$ cat config.mk
export PLATFORM = sky130hd
export DESIGN_NAME = sfp_seq
export DESIGN_NICKNAME = d
export VERILOG_FILES = /design/src/verilog/sfp_pkg.sv /design/src/verilog/sfp_seq.sv /design/src/verilog/sfp_sync.sv
export SDC_FILE = /design/constraint.sdc
export NUM_CORES = 2
export LEC_CHECK = 0
export BUFFER_PORTS_ARGS = -buffer_cell sky130_fd_sc_hd__buf_4
export CAP_MARGIN = 20
export CELL_PAD_IN_SITES_DETAIL_PLACEMENT = 2
export CELL_PAD_IN_SITES_GLOBAL_PLACEMENT = 2
export CORE_ASPECT_RATIO = 1.4
export CORE_MARGIN = 5
export CORE_UTILIZATION = 30
export CTS_CLUSTER_SIZE = 14
export DETAILED_ROUTE_END_ITERATION = 10
export PLACE_DENSITY_LB_ADDON = 0.1
export SETUP_SLACK_MARGIN = 0.5
export SLEW_MARGIN = 20
export SYNTH_ARGS = -nofsm -noshare
export SYNTH_HDL_FRONTEND = slang
export SYNTH_HIERARCHICAL = 1
export SYNTH_SLANG_ARGS = --single-unit
export TNS_END_PERCENT = 20
$ cat constraint.sdc
create_clock -name clk -period 4.85 [get_ports clk]
set_clock_uncertainty 0.15 [all_clocks]
set_input_delay 0.97 -clock clk [delete_from_list [all_inputs] [get_ports clk]]
set_output_delay 0.97 -clock clk [all_outputs]
set_load 0.02 [all_outputs]
$ cat src/verilog/sfp_pkg.sv
// Constants and types for the serial flash program and erase sequencer.
package sfp_pkg;

    localparam int          CLK_MHZ        = 100;
    localparam int          ADDR_W         = 18;
    localparam int          SECTORS        = 4;
    localparam int          DATA_IDX       = 4;
    localparam logic [8:0]  PAGE_BYTES     = 9'h100;

    localparam logic [7:0]  OP_PROGRAM     = 8'h02;
    localparam logic [7:0]  OP_ERASE_4K    = 8'h20;
    localparam logic [7:0]  OP_ERASE_32K   = 8'h52;
    localparam logic [7:0]  OP_ERASE_64K   = 8'hD8;
    localparam logic [7:0]  OP_WRITE_EN    = 8'h06;
    localparam logic [7:0]  ERASED_BYTE    = 8'hFF;

    localparam logic [SECTORS-1:0] PROT_RESET = 4'hF;

    // Self-timed durations; plain defaults, shortened through top parameters in simulation.
    localparam int PAGE_PROGRAM_TIME_US = 1000;
    localparam int BYTE_PROGRAM_TIME_US = 100;
    localparam int BLOCK_ERASE_TIME_MS  = 100;
    localparam int PAGE_PROGRAM_CYC = PAGE_PROGRAM_TIME_US * CLK_MHZ;
    localparam int BYTE_PROGRAM_CYC = BYTE_PROGRAM_TIME_US * CLK_MHZ;
    localparam int BLOCK_ERASE_CYC  = BLOCK_ERASE_TIME_MS * 1000 * CLK_MHZ;

    typedef enum logic [1:0] {
        SZ_4K  = 2'b00,
        SZ_32K = 2'b01,
        SZ_64K = 2'b10
    } sfp_esize_t;

    typedef struct packed {
        logic              wr;
        logic              erase;
        sfp_esize_t        size;
        logic [ADDR_W-1:0] addr;
        logic [7:0]        wdata;
    } sfp_arr_cmd_t;

    typedef struct packed {
        logic busy;
        logic write_enable_latch_flag;
        logic program_erase_error_flag;
    } sfp_status_t;

    function automatic sfp_esize_t sfp_erase_size(input logic [7:0] op);
        sfp_erase_size = (op == OP_ERASE_4K)  ? SZ_4K :
                         (op == OP_ERASE_32K) ? SZ_32K : SZ_64K;
    endfunction : sfp_erase_size

    function automatic logic [ADDR_W-1:0] sfp_block_mask(input sfp_esize_t s);
        sfp_block_mask = (s == SZ_4K)  ? 18'h00FFF :
                         (s == SZ_32K) ? 18'h07FFF : 18'h0FFFF;
    endfunction : sfp_block_mask

endpackage : sfp_pkg

$ cat src/verilog/sfp_seq.sv
// Program and block erase command sequencer of a serial flash, device side.
`timescale 1ns/100ps
module sfp_seq
    import sfp_pkg::*;
#(
    parameter int PP_CYC  = PAGE_PROGRAM_CYC,
    parameter int BP_CYC  = BYTE_PROGRAM_CYC,
    parameter int BLK_CYC = BLOCK_ERASE_CYC
)(
    // Clock and reset
    input  wire logic         clk,
    input  wire logic         rst_n,
    // Serial link pins
    input  wire logic         sck,
    input  wire logic         cs_n,
    input  wire logic         si,
    // Sector protection update
    input  wire logic         prot_wr,
    input  wire logic [3:0]   prot_wdata,
    // Status
    output sfp_status_t       status_o,
    output logic [3:0]        prot_o,
    // Array access
    output sfp_arr_cmd_t      arr_cmd_o,
    input  wire logic         arr_fail
);

    typedef enum logic [1:0] {
        ST_IDLE = 2'b00,
        ST_PROG = 2'b01,
        ST_WAIT = 2'b10
    } sfp_state_t;

    ////////////////////////////////////////////////////////////////////////////////
    // Reset release and pin synchronisation.

    logic       rst_s1_q;
    logic       rst_sync_n;
    logic [2:0] pin_s;
    logic       sck_s;
    logic       cs_n_s;
    logic       si_s;
    logic       sck_q;
    logic       cs_n_q;

    always_ff @(posedge clk or negedge rst_n)
    begin
        if (!rst_n)
        begin
            rst_s1_q   <= 1'b0;
            rst_sync_n <= 1'b0;
        end
        else
        begin
            rst_s1_q   <= 1'b1;
            rst_sync_n <= rst_s1_q;
        end
    end

    sfp_sync #(.W(3), .RST_VAL(3'h2)) u_sync (
        .clk   (clk),
        .rst_n (rst_sync_n),
        .d     ({sck, cs_n, si}),
        .q     (pin_s)
    );

    assign sck_s  = pin_s[2];
    assign cs_n_s = pin_s[1];
    assign si_s   = pin_s[0];

    always_ff @(posedge clk or negedge rst_sync_n)
    begin
        if (!rst_sync_n)
        begin
            sck_q  <= 1'b0;
            cs_n_q <= 1'b1;
        end
        else
        begin
            sck_q  <= sck_s;
            cs_n_q <= cs_n_s;
        end
    end

    logic sck_rise;
    logic cs_fall;
    logic cs_rise;

    assign sck_rise = sck_s && !sck_q && !cs_n_s;
    assign cs_fall  = !cs_n_s && cs_n_q;
    assign cs_rise  = cs_n_s && !cs_n_q;

    ////////////////////////////////////////////////////////////////////////////////
    // Frame capture: opcode, address, data into the page buffer.

    sfp_state_t        st_q;
    sfp_state_t        st_d;
    logic [2:0]        bit_cnt_q;
    logic [2:0]        bit_cnt_d;
    logic [7:0]        shift_q;
    logic [7:0]        shift_d;
    logic [2:0]        byte_idx_q;
    logic [2:0]        byte_idx_d;
    logic [7:0]        op_q;
    logic [7:0]        op_d;
    logic [ADDR_W-1:0] addr_q;
    logic [ADDR_W-1:0] addr_d;
    logic [7:0]        wp_q;
    logic [7:0]        wp_d;
    logic [8:0]        data_cnt_q;
    logic [8:0]        data_cnt_d;
    logic              frame_ok_q;
    logic              frame_ok_d;
    logic [7:0]        byte_in;
    logic              buf_we;
    logic [7:0]        page_buf [256];

    assign byte_in = {shift_q[6:0], si_s};

    always_comb
    begin
        bit_cnt_d  = bit_cnt_q;
        shift_d    = shift_q;
        byte_idx_d = byte_idx_q;
        op_d       = op_q;
        addr_d     = addr_q;
        wp_d       = wp_q;
        data_cnt_d = data_cnt_q;
        frame_ok_d = frame_ok_q;
        buf_we     = 1'b0;
        if (cs_fall)
        begin
            bit_cnt_d  = 3'h0;
            byte_idx_d = 3'h0;
            data_cnt_d = 9'h000;
            frame_ok_d = (st_q == ST_IDLE);
        end
        else if (sck_rise && frame_ok_q)
        begin
            bit_cnt_d = bit_cnt_q + 3'h1;
            shift_d   = byte_in;
            if (bit_cnt_q == 3'h7)
            begin
                if (byte_idx_q != 3'(DATA_IDX))
                    byte_idx_d = byte_idx_q + 3'h1;
                unique case (byte_idx_q)
                    3'h0: op_d = byte_in;
                    3'h1: addr_d[17:16] = byte_in[1:0];
                    3'h2: addr_d[15:8] = byte_in;
                    3'h3:
                    begin
                        addr_d[7:0] = byte_in;
                        wp_d        = byte_in;
                    end
                    default:
                    begin
                        if (op_q == OP_PROGRAM)
                        begin
                            buf_we = 1'b1;
                            wp_d   = wp_q + 8'h01;
                            if (data_cnt_q != PAGE_BYTES)
                                data_cnt_d = data_cnt_q + 9'h001;
                        end
                    end
                endcase
            end
        end
    end

    always_ff @(posedge clk or negedge rst_sync_n)
    begin
        if (!rst_sync_n)
        begin
            bit_cnt_q  <= 3'h0;
            shift_q    <= 8'h00;
            byte_idx_q <= 3'h0;
            op_q       <= 8'h00;
            addr_q     <= '0;
            wp_q       <= 8'h00;
            data_cnt_q <= 9'h000;
            frame_ok_q <= 1'b0;
        end
        else
        begin
            bit_cnt_q  <= bit_cnt_d;
            shift_q    <= shift_d;
            byte_idx_q <= byte_idx_d;
            op_q       <= op_d;
            addr_q     <= addr_d;
            wp_q       <= wp_d;
            data_cnt_q <= data_cnt_d;
            frame_ok_q <= frame_ok_d;
        end
    end

    // Writes land at the wrapping pointer, so later bytes overwrite earlier ones.
    always_ff @(posedge clk)
    begin
        if (buf_we)
            page_buf[wp_q] <= byte_in;
    end

    ////////////////////////////////////////////////////////////////////////////////
    // Decision at chip-select release.

    logic end_frame;
    logic aligned;
    logic prot_hit;
    logic is_prog;
    logic is_erase;
    logic wren_ok;
    logic start_prog;
    logic start_erase;
    logic abort;
    logic [3:0] prot_q;
    logic       wel_q;

    assign end_frame = cs_rise && frame_ok_q && (st_q == ST_IDLE);
    assign aligned   = (bit_cnt_q == 3'h0);
    assign prot_hit  = prot_q[addr_q[17:16]];
    assign is_prog   = (byte_idx_q != 3'h0) && (op_q == OP_PROGRAM);
    assign is_erase  = (byte_idx_q != 3'h0) && ((op_q == OP_ERASE_4K)
                     || (op_q == OP_ERASE_32K) || (op_q == OP_ERASE_64K));
    assign wren_ok   = end_frame && aligned && (byte_idx_q != 3'h0)
                     && (op_q == OP_WRITE_EN);
    assign start_prog  = end_frame && is_prog && wel_q && aligned
                       && (data_cnt_q != 9'h000) && !prot_hit;
    assign start_erase = end_frame && is_erase && wel_q && aligned
                       && (byte_idx_q == 3'(DATA_IDX)) && !prot_hit;
    assign abort = end_frame && (is_prog || is_erase) && wel_q
                 && !start_prog && !start_erase;

    ////////////////////////////////////////////////////////////////////////////////
    // Self-timed execution and status.

    logic [ADDR_W-1:0] tgt_q;
    logic [ADDR_W-1:0] tgt_d;
    logic [8:0]        n_q;
    logic [8:0]        n_d;
    logic [8:0]        cnt_q;
    logic [8:0]        cnt_d;
    logic [31:0]       timer_q;
    logic [31:0]       timer_d;
    logic              wel_d;
    logic              epe_q;
    logic              epe_d;
    logic [3:0]        prot_d;
    sfp_arr_cmd_t      arr_q;
    sfp_arr_cmd_t      arr_d;
    sfp_esize_t        esz;

    assign esz = sfp_erase_size(op_q);

    always_comb
    begin
        st_d    = st_q;
        tgt_d   = tgt_q;
        n_d     = n_q;
        cnt_d   = cnt_q;
        timer_d = (timer_q != 32'h0) ? timer_q - 32'h1 : timer_q;
        wel_d   = wel_q;
        epe_d   = epe_q;
        prot_d  = prot_wr ? prot_wdata : prot_q;
        arr_d   = '0;
        if (wren_ok || abort)
            wel_d = wren_ok;
        unique case (st_q)
            ST_IDLE:
            begin
                if (start_prog)
                begin
                    st_d    = ST_PROG;
                    tgt_d   = addr_q;
                    n_d     = data_cnt_q;
                    cnt_d   = 9'h000;
                    timer_d = (data_cnt_q == 9'h001) ? 32'(BP_CYC) : 32'(PP_CYC);
                    wel_d   = 1'b0;
                    epe_d   = 1'b0;
                end
                else if (start_erase)
                begin
                    st_d        = ST_WAIT;
                    tgt_d       = addr_q & ~sfp_block_mask(esz);
                    timer_d     = 32'(BLK_CYC);
                    wel_d       = 1'b0;
                    epe_d       = 1'b0;
                    arr_d.erase = 1'b1;
                    arr_d.size  = esz;
                    arr_d.addr  = addr_q & ~sfp_block_mask(esz);
                    arr_d.wdata = ERASED_BYTE;
                end
            end
            ST_PROG:
            begin
                // Only the received bytes are written; the other page bytes stay erased.
                arr_d.wr    = 1'b1;
                arr_d.addr  = {tgt_q[17:8], 8'(tgt_q[7:0] + cnt_q[7:0])};
                arr_d.wdata = page_buf[8'(tgt_q[7:0] + cnt_q[7:0])];
                cnt_d       = cnt_q + 9'h001;
                if (cnt_q == n_q - 9'h001)
                    st_d = ST_WAIT;
            end
            ST_WAIT:
            begin
                if (timer_q == 32'h0)
                    st_d = ST_IDLE;
            end
            default: st_d = ST_IDLE;
        endcase
        if ((st_q != ST_IDLE) && arr_fail)
            epe_d = 1'b1;
    end

    always_ff @(posedge clk or negedge rst_sync_n)
    begin
        if (!rst_sync_n)
        begin
            st_q    <= ST_IDLE;
            tgt_q   <= '0;
            n_q     <= 9'h000;
            cnt_q   <= 9'h000;
            timer_q <= 32'h0;
            wel_q   <= 1'b0;
            epe_q   <= 1'b0;
            prot_q  <= PROT_RESET;
            arr_q   <= '0;
        end
        else
        begin
            st_q    <= st_d;
            tgt_q   <= tgt_d;
            n_q     <= n_d;
            cnt_q   <= cnt_d;
            timer_q <= timer_d;
            wel_q   <= wel_d;
            epe_q   <= epe_d;
            prot_q  <= prot_d;
            arr_q   <= arr_d;
        end
    end

    assign status_o.busy                     = (st_q != ST_IDLE);
    assign status_o.write_enable_latch_flag  = wel_q;
    assign status_o.program_erase_error_flag = epe_q;
    assign prot_o                            = prot_q;
    assign arr_cmd_o                         = arr_q;
endmodule : sfp_seq

$ cat src/verilog/sfp_sync.sv
// Two-flop synchroniser for a group of pins from outside the clock domain.
`timescale 1ns/100ps
module sfp_sync
    import sfp_pkg::*;
#(
    parameter int           W       = 1,
    parameter logic [W-1:0] RST_VAL = '0
)(
    // Clock and reset
    input  wire logic         clk,
    input  wire logic         rst_n,
    // Pins in, synchronised copy out
    input  wire logic [W-1:0] d,
    output logic      [W-1:0] q
);

    logic [W-1:0] s1_q;

    always_ff @(posedge clk or negedge rst_n)
    begin
        if (!rst_n)
        begin
            s1_q <= RST_VAL;
            q    <= RST_VAL;
        end
        else
        begin
            s1_q <= d;
            q    <= s1_q;
        end
    end

endmodule : sfp_sync
==> Yosys cells after proc, flatten, opt, wreduce, memory -nomap -nowiden <==
Memories as Yosys holds them, arrays and structs flattened.
Index checks and enable logic that the tools add are counted.
{ "classes": {"addsub": 8, "magnitude_cmp": 1, "eq_ne": 22, "mux": 54, "bitwise_logic": 4, "n_reduce_logical": 71} }
{ "ops": {"columns": ["operator", "count"], "rows": [
  ["32-bit two-way mux", 4],
  ["9-bit two-way mux", 7],
  ["29-bit two-way mux", 2],
  ["26-bit case mux with 2 select lines", 1],
  ["18-bit two-way mux", 2],
  ["32-bit logical NOT", 1],
  ["16-bit two-way mux", 2],
  ["32-bit nonzero test", 1],
  ["32-bit by 1-bit subtractor with 32-bit output, second input constant", 1],
  ["1-bit logical AND", 27],
  ["3-bit two-way mux", 7],
  ["2-bit nonzero test", 10],
  ["9-bit by 1-bit adder with 9-bit output, second input constant", 2],
  ["18-bit AND", 1],
  ["16-bit inverter with 18-bit output", 1],
  ["9-bit case mux with 2 select lines", 1],
  ["1-bit two-way mux", 17],
  ["17-bit two-way mux", 1],
  ["8-bit case mux with 2 select lines", 1],
  ["4-bit AND reduction", 4],
  ["2-bit two-way mux", 6],
  ["2-bit AND reduction", 5],
  ["5-bit AND reduction", 2],
  ["9-bit by 1-bit == test with 1-bit output, second input constant", 1],
  ["other kinds (33)", 53]
]} }
{ "totals": {"reg_bits": 173, "ramBits": 2048, "inputBits": 11, "word_cells": 190, "mem_count": 1} }
{ "memory_table": {"columns": ["memory", "depth", "width", "rd", "rd_clocked_by_memory_dff", "wr", "line_no", "source"], "rows": [
  ["page_buf", 256, 8, 1, 0, 1, "sfp_seq.sv:116", "logic [7:0] page_buf [256];"]
]} }

==> Logic depth before layout (Yosys ltp) <==
{ "logic_depth": {"depth_word": 17, "depth_mapped": 15, "ltp_nobuf": 10} }

==> Hierarchy <==
Netlist, hierarchy kept.
{ "by_module_without_submodules": {"columns": ["mod", "n_inst", "cells_per_inst", "area_each_um2", "seq_area_each_um2"], "rows": [
  ["sfp_seq", 1, 4660, 87874.3, 65684.2],
  ["sfp_sync", 1, 6, 152.6, 152.6]
]} }

==> Worst setup path before layout <==
Ideal clock, no wire load.
{ "synth_path": {"path_kind": "flip-flop to flip-flop", "start": "register shift_q[0]", "end": "memory page_buf[0][1], data pin", "setup_ns": 0.817, "t_arrival_ns": 3.249, "required_ns": 3.883, "slack_ns": 0.634, "path_stages_with_launch": 1, "path_buffers": 0, "period_less_slack_ns": 4.216, "cell_sequence": "dfrtp_1"} }
{ "synth_lines": {"columns": ["element", "line_no", "source"], "rows": [
  ["start: declaration", "sfp_seq.sv:100", "logic [7:0] shift_q;"],
  ["start signal: assignment", "sfp_seq.sv:186", "shift_q <= shift_d;"],
  ["end: declaration", "sfp_seq.sv:116", null]
]} }
Straight into the memory's write port.

==> run summary <==
Setup CP Type = reg -> reg
Clk sink count = 2221
Syn Inst Count = 4666
Req. time, crit path = 5.46 ns
Final setup violation count = 0
Largest net degree at the start of global routing = 150
H-tree depth = 4
Hold WS = 0.190 ns
Post-route setup slack = 0.385 ns
Minimum clock period = 4.46 ns
Sw Share = 31.7%
CTS max path bufs = 4
Initial antenna violation count = 14
Synth warn = 6
Area grow syn2layout = 17.4%
Die H = 651 um
Final WL = 289 mm
Slowest CP cell = o32ai_2
TritonCTS clock tree = done
DRC = 0
Dominant synthesized flop cell = edfxtp_1
Ports = 48
Synth async-reset ratio = 7.79%
Status = completed
Die Width = 468 um
Synth area leader = edfxtp_1
Clock latency on the worst-skew pair = 0.89 ns
Post-CTS Setup Repair Bufs = 0
Max Freq = 0.224 GHz
Clk network pwr share = 32.1%
Switching pwr = 17.2 mW
Combinational share of power = 27.0%
Least-Margin Pin Slew = 1.20 ns
Cell area after placement = 95800 um^2
Endpoints failing hold = 0
Type of element capturing the critical path = flop
Synth Area per Inst = 18.9 um^2
EDFF count, synth = 2048
Max-capacitance violation count = 0
Pwr/cell area = 526 nW/um^2
Vias per inst = 5.00
Nets@finish = 5109
Inserted Clock Buffers = 233
GR Overflow Total = 0
Post-synth top area share = 69.9%
Final HPWL DP = 188 mm
Design area = 103000 um^2
Max_slew headroom = 19.8%
Initial drt markers = 3224
Power Total = 54.4 mW
Seq cells post-synth = 2221
Cell Rows = 235
Delay of the slowest critical-path stage = 0.56 ns
Worst hold path class = in -> reg
First-pass GRT wire length = 409 mm
DR vias = 45900
RSZ-0062 raised after global routing = yes
Post-place setup slack = -0.0526 ns
Most used cell, CP = buf_4
Syn Nets = 4704
Starting Density = 30.1%
Layout cells sized above 1 = 26.7%
Number of global-route vias before repair = 51500
Period utilisation layout = 92.1%
Max FO, Critical Path = 40
Internal cell power = 37.1 mW
Leakage = 34.5 nW
Post-synthesis cell area = 88000 um^2
Number of I/O port buffers = 47
Cell variety after synth = 78
Root Buffer = clkbuf_16
First-pass detailed-route iteration total = 5
Largest cells by area after synthesis = edfxtp_1 (70%), mux4_2 (12%), dfrtp_1 (4.7%)
GP Congestion = 0.761
Worst setup SP type = flop
Full die area = 305000 um^2
Sequential area share after synthesis = 74.8%
Peak supply drop = 0.000297 V
Core Region = 293000 um^2
Tot GR Track Use = 18.8%
Seq pwr share = 40.9%
Routed WL per cell = 31.5 um
Fin. max-slew vios = 0
CP cell instances = ha_4 -> inv_1 -> fa_4 -> xnor2_4 -> buf_12 -> nor2_2 -> buf_4 -> a22oi_1 -> and3_1 -> o32ai_2 -> nor4b_1 -> buf_4 -> or4_1
Clock Pin Slew Worst Setup and Hold Paths = 0.06 ns
CP arrival = 5.08 ns
Post-DRT Antenna Nets = 0
-- cell usage after synthesis (6+ instances only) --
cell,n
nand4_1,50
buf_4,29
buf_2,103
dfrtp_1,166
a22oi_1,24
clkbuf_1,115
a31oi_1,24
xnor2_1,30
and3_1,33
xor2_1,19
nor3_1,18
a311o_1,12
a22o_1,22
inv_1,30
and2_1,36
nand3_1,105
mux2_2,47
mux2i_1,188
o21ai_0,58
mux4_2,471
dfstp_2,7
nor2_1,350
nand2b_1,6
ha_1,26
buf_1,23
o31ai_1,10
edfxtp_1,2048
a2111oi_0,15
nand2_1,356
nor2b_1,12
o22ai_1,12
a311oi_1,28
nor4_1,18
or4_1,8
a21oi_1,41
or3_1,12
a32oi_1,31
a221oi_1,12
-- power groups by stage --
stage / Sequential, mW / Combinational, mW / Clock (mW)
after floorplan: 23.0 / 8.08 / 0
after global placement: 22.7 / 15.0 / 0
after detailed placement: 22.6 / 15.1 / 0
after CTS: 22.2 / 15.3 / 18.0
after global routing: 22.2 / 15.6 / 18.8
final: 22.2 / 14.7 / 17.4
-- layout by cell type, fill, tap and decap left out, types with 50 or more instances in the layout --
master | synthesis | layout
mux2i_1 | 188 | 185
nor2_1 | 350 | 300
nand4_1 | 50 | 50
nand3_1 | 105 | 100
clkbuf_1 | 115 | 59
buf_4 | 29 | 387
clkbuf_16 | 0 | 235
dfrtp_1 | 166 | 156
edfxtp_1 | 2048 | 2048
mux4_2 | 471 | 471
o21ai_0 | 58 | 58
nand2_1 | 356 | 341
-- final cells by class --
cell class	instances	area [um^2]
well taps	3910	4890
diodes	8	20.0
clock inverters	114	985
fillers	28500	189000
repair buffers	441	3910
clock buffers	301	6200
inverters	30	113
flip-flops and latches	2221	65900
multi-input cells	2144	21300
-- critical path, delay by kind of cell (launching register included) --
kind	cells	cell delay, ns
compound gates	2	0.65
xor+xnor	1	0.24
fa+ha+maj	2	0.67
buf+inv	4	0.80
flops	1	0.44
simple gates	4	1.37
-- final timing paths --
path                                start           end  slack [ns]  cells after the start
setup / recovery                 cnt_q[0]  arr_cmd_o[7]        0.39                     13
hold / removal                   arr_fail         epe_q        0.19                      3
setup reg to reg                 cnt_q[0]  arr_cmd_o[7]        0.39                     13
hold reg to reg            u_sync/s1_q[0]   u_sync/q[0]        0.20                      0
max in group asynchronous      rst_sync_n    shift_q[3]        3.12                      1
min in group asynchronous      rst_sync_n         epe_q        0.22                      0
-- kinds of logic after synthesis --
| kind of cell | share of synthesized area, % |
|---|---|
| other cells | 0.00426 |
| xor+xnor | 0.524 |
| fa+ha+maj | 0.392 |
| buf+inv | 1.56 |
| mux | 14.8 |
| compound gates | 2.66 |
| simple gates | 5.28 |
| flops | 74.8 |
-- repair_timing --
| item | CTS | global route |
|---|---|---|
| resized for setup | 34 | 47 |
| pin swaps | 0 | 2 |
| hold buffers | 4 | 0 |
| endpoints found under the hold margin | 5 | 0 |
| setup endpoints to repair | 586 | 650 |
-- through the flow --
step	TNS, ns	utilization (%)	std cells
after floorplan	0	-	4666
after global placement	-0.203	32.7	8740
after detailed placement	-0.0526	32.7	8742
after CTS	0	35.3	9161
after global routing	0	35.3	9163
final	0	35.3	9169
-- flip-flops by register name (all words and copies together) (netlist names), 2 cells and up --
signal	cells
byte_idx_q	3
addr_q	18
st_q	2
bit_cnt_q	3
prot_o	4
wp_q	8
u_sync/s1_q	3
n_q	9
shift_q	7
page_buf	2048
timer_q	32
cnt_q	9
op_q	8
data_cnt_q	9
tgt_q	18
arr_cmd_o	30
u_sync/q	3
-- routing by layer --
metal	track usage (%)	vias up	part of all wire, %
met5	0	-	0
met4	5.52	0	3.0
met3	2.06	345	2.9
met2	34.2	711	53
met1	23.4	25200	41
li1	-	19600	-
No activity file was read; power rests on OpenSTA's default activity.
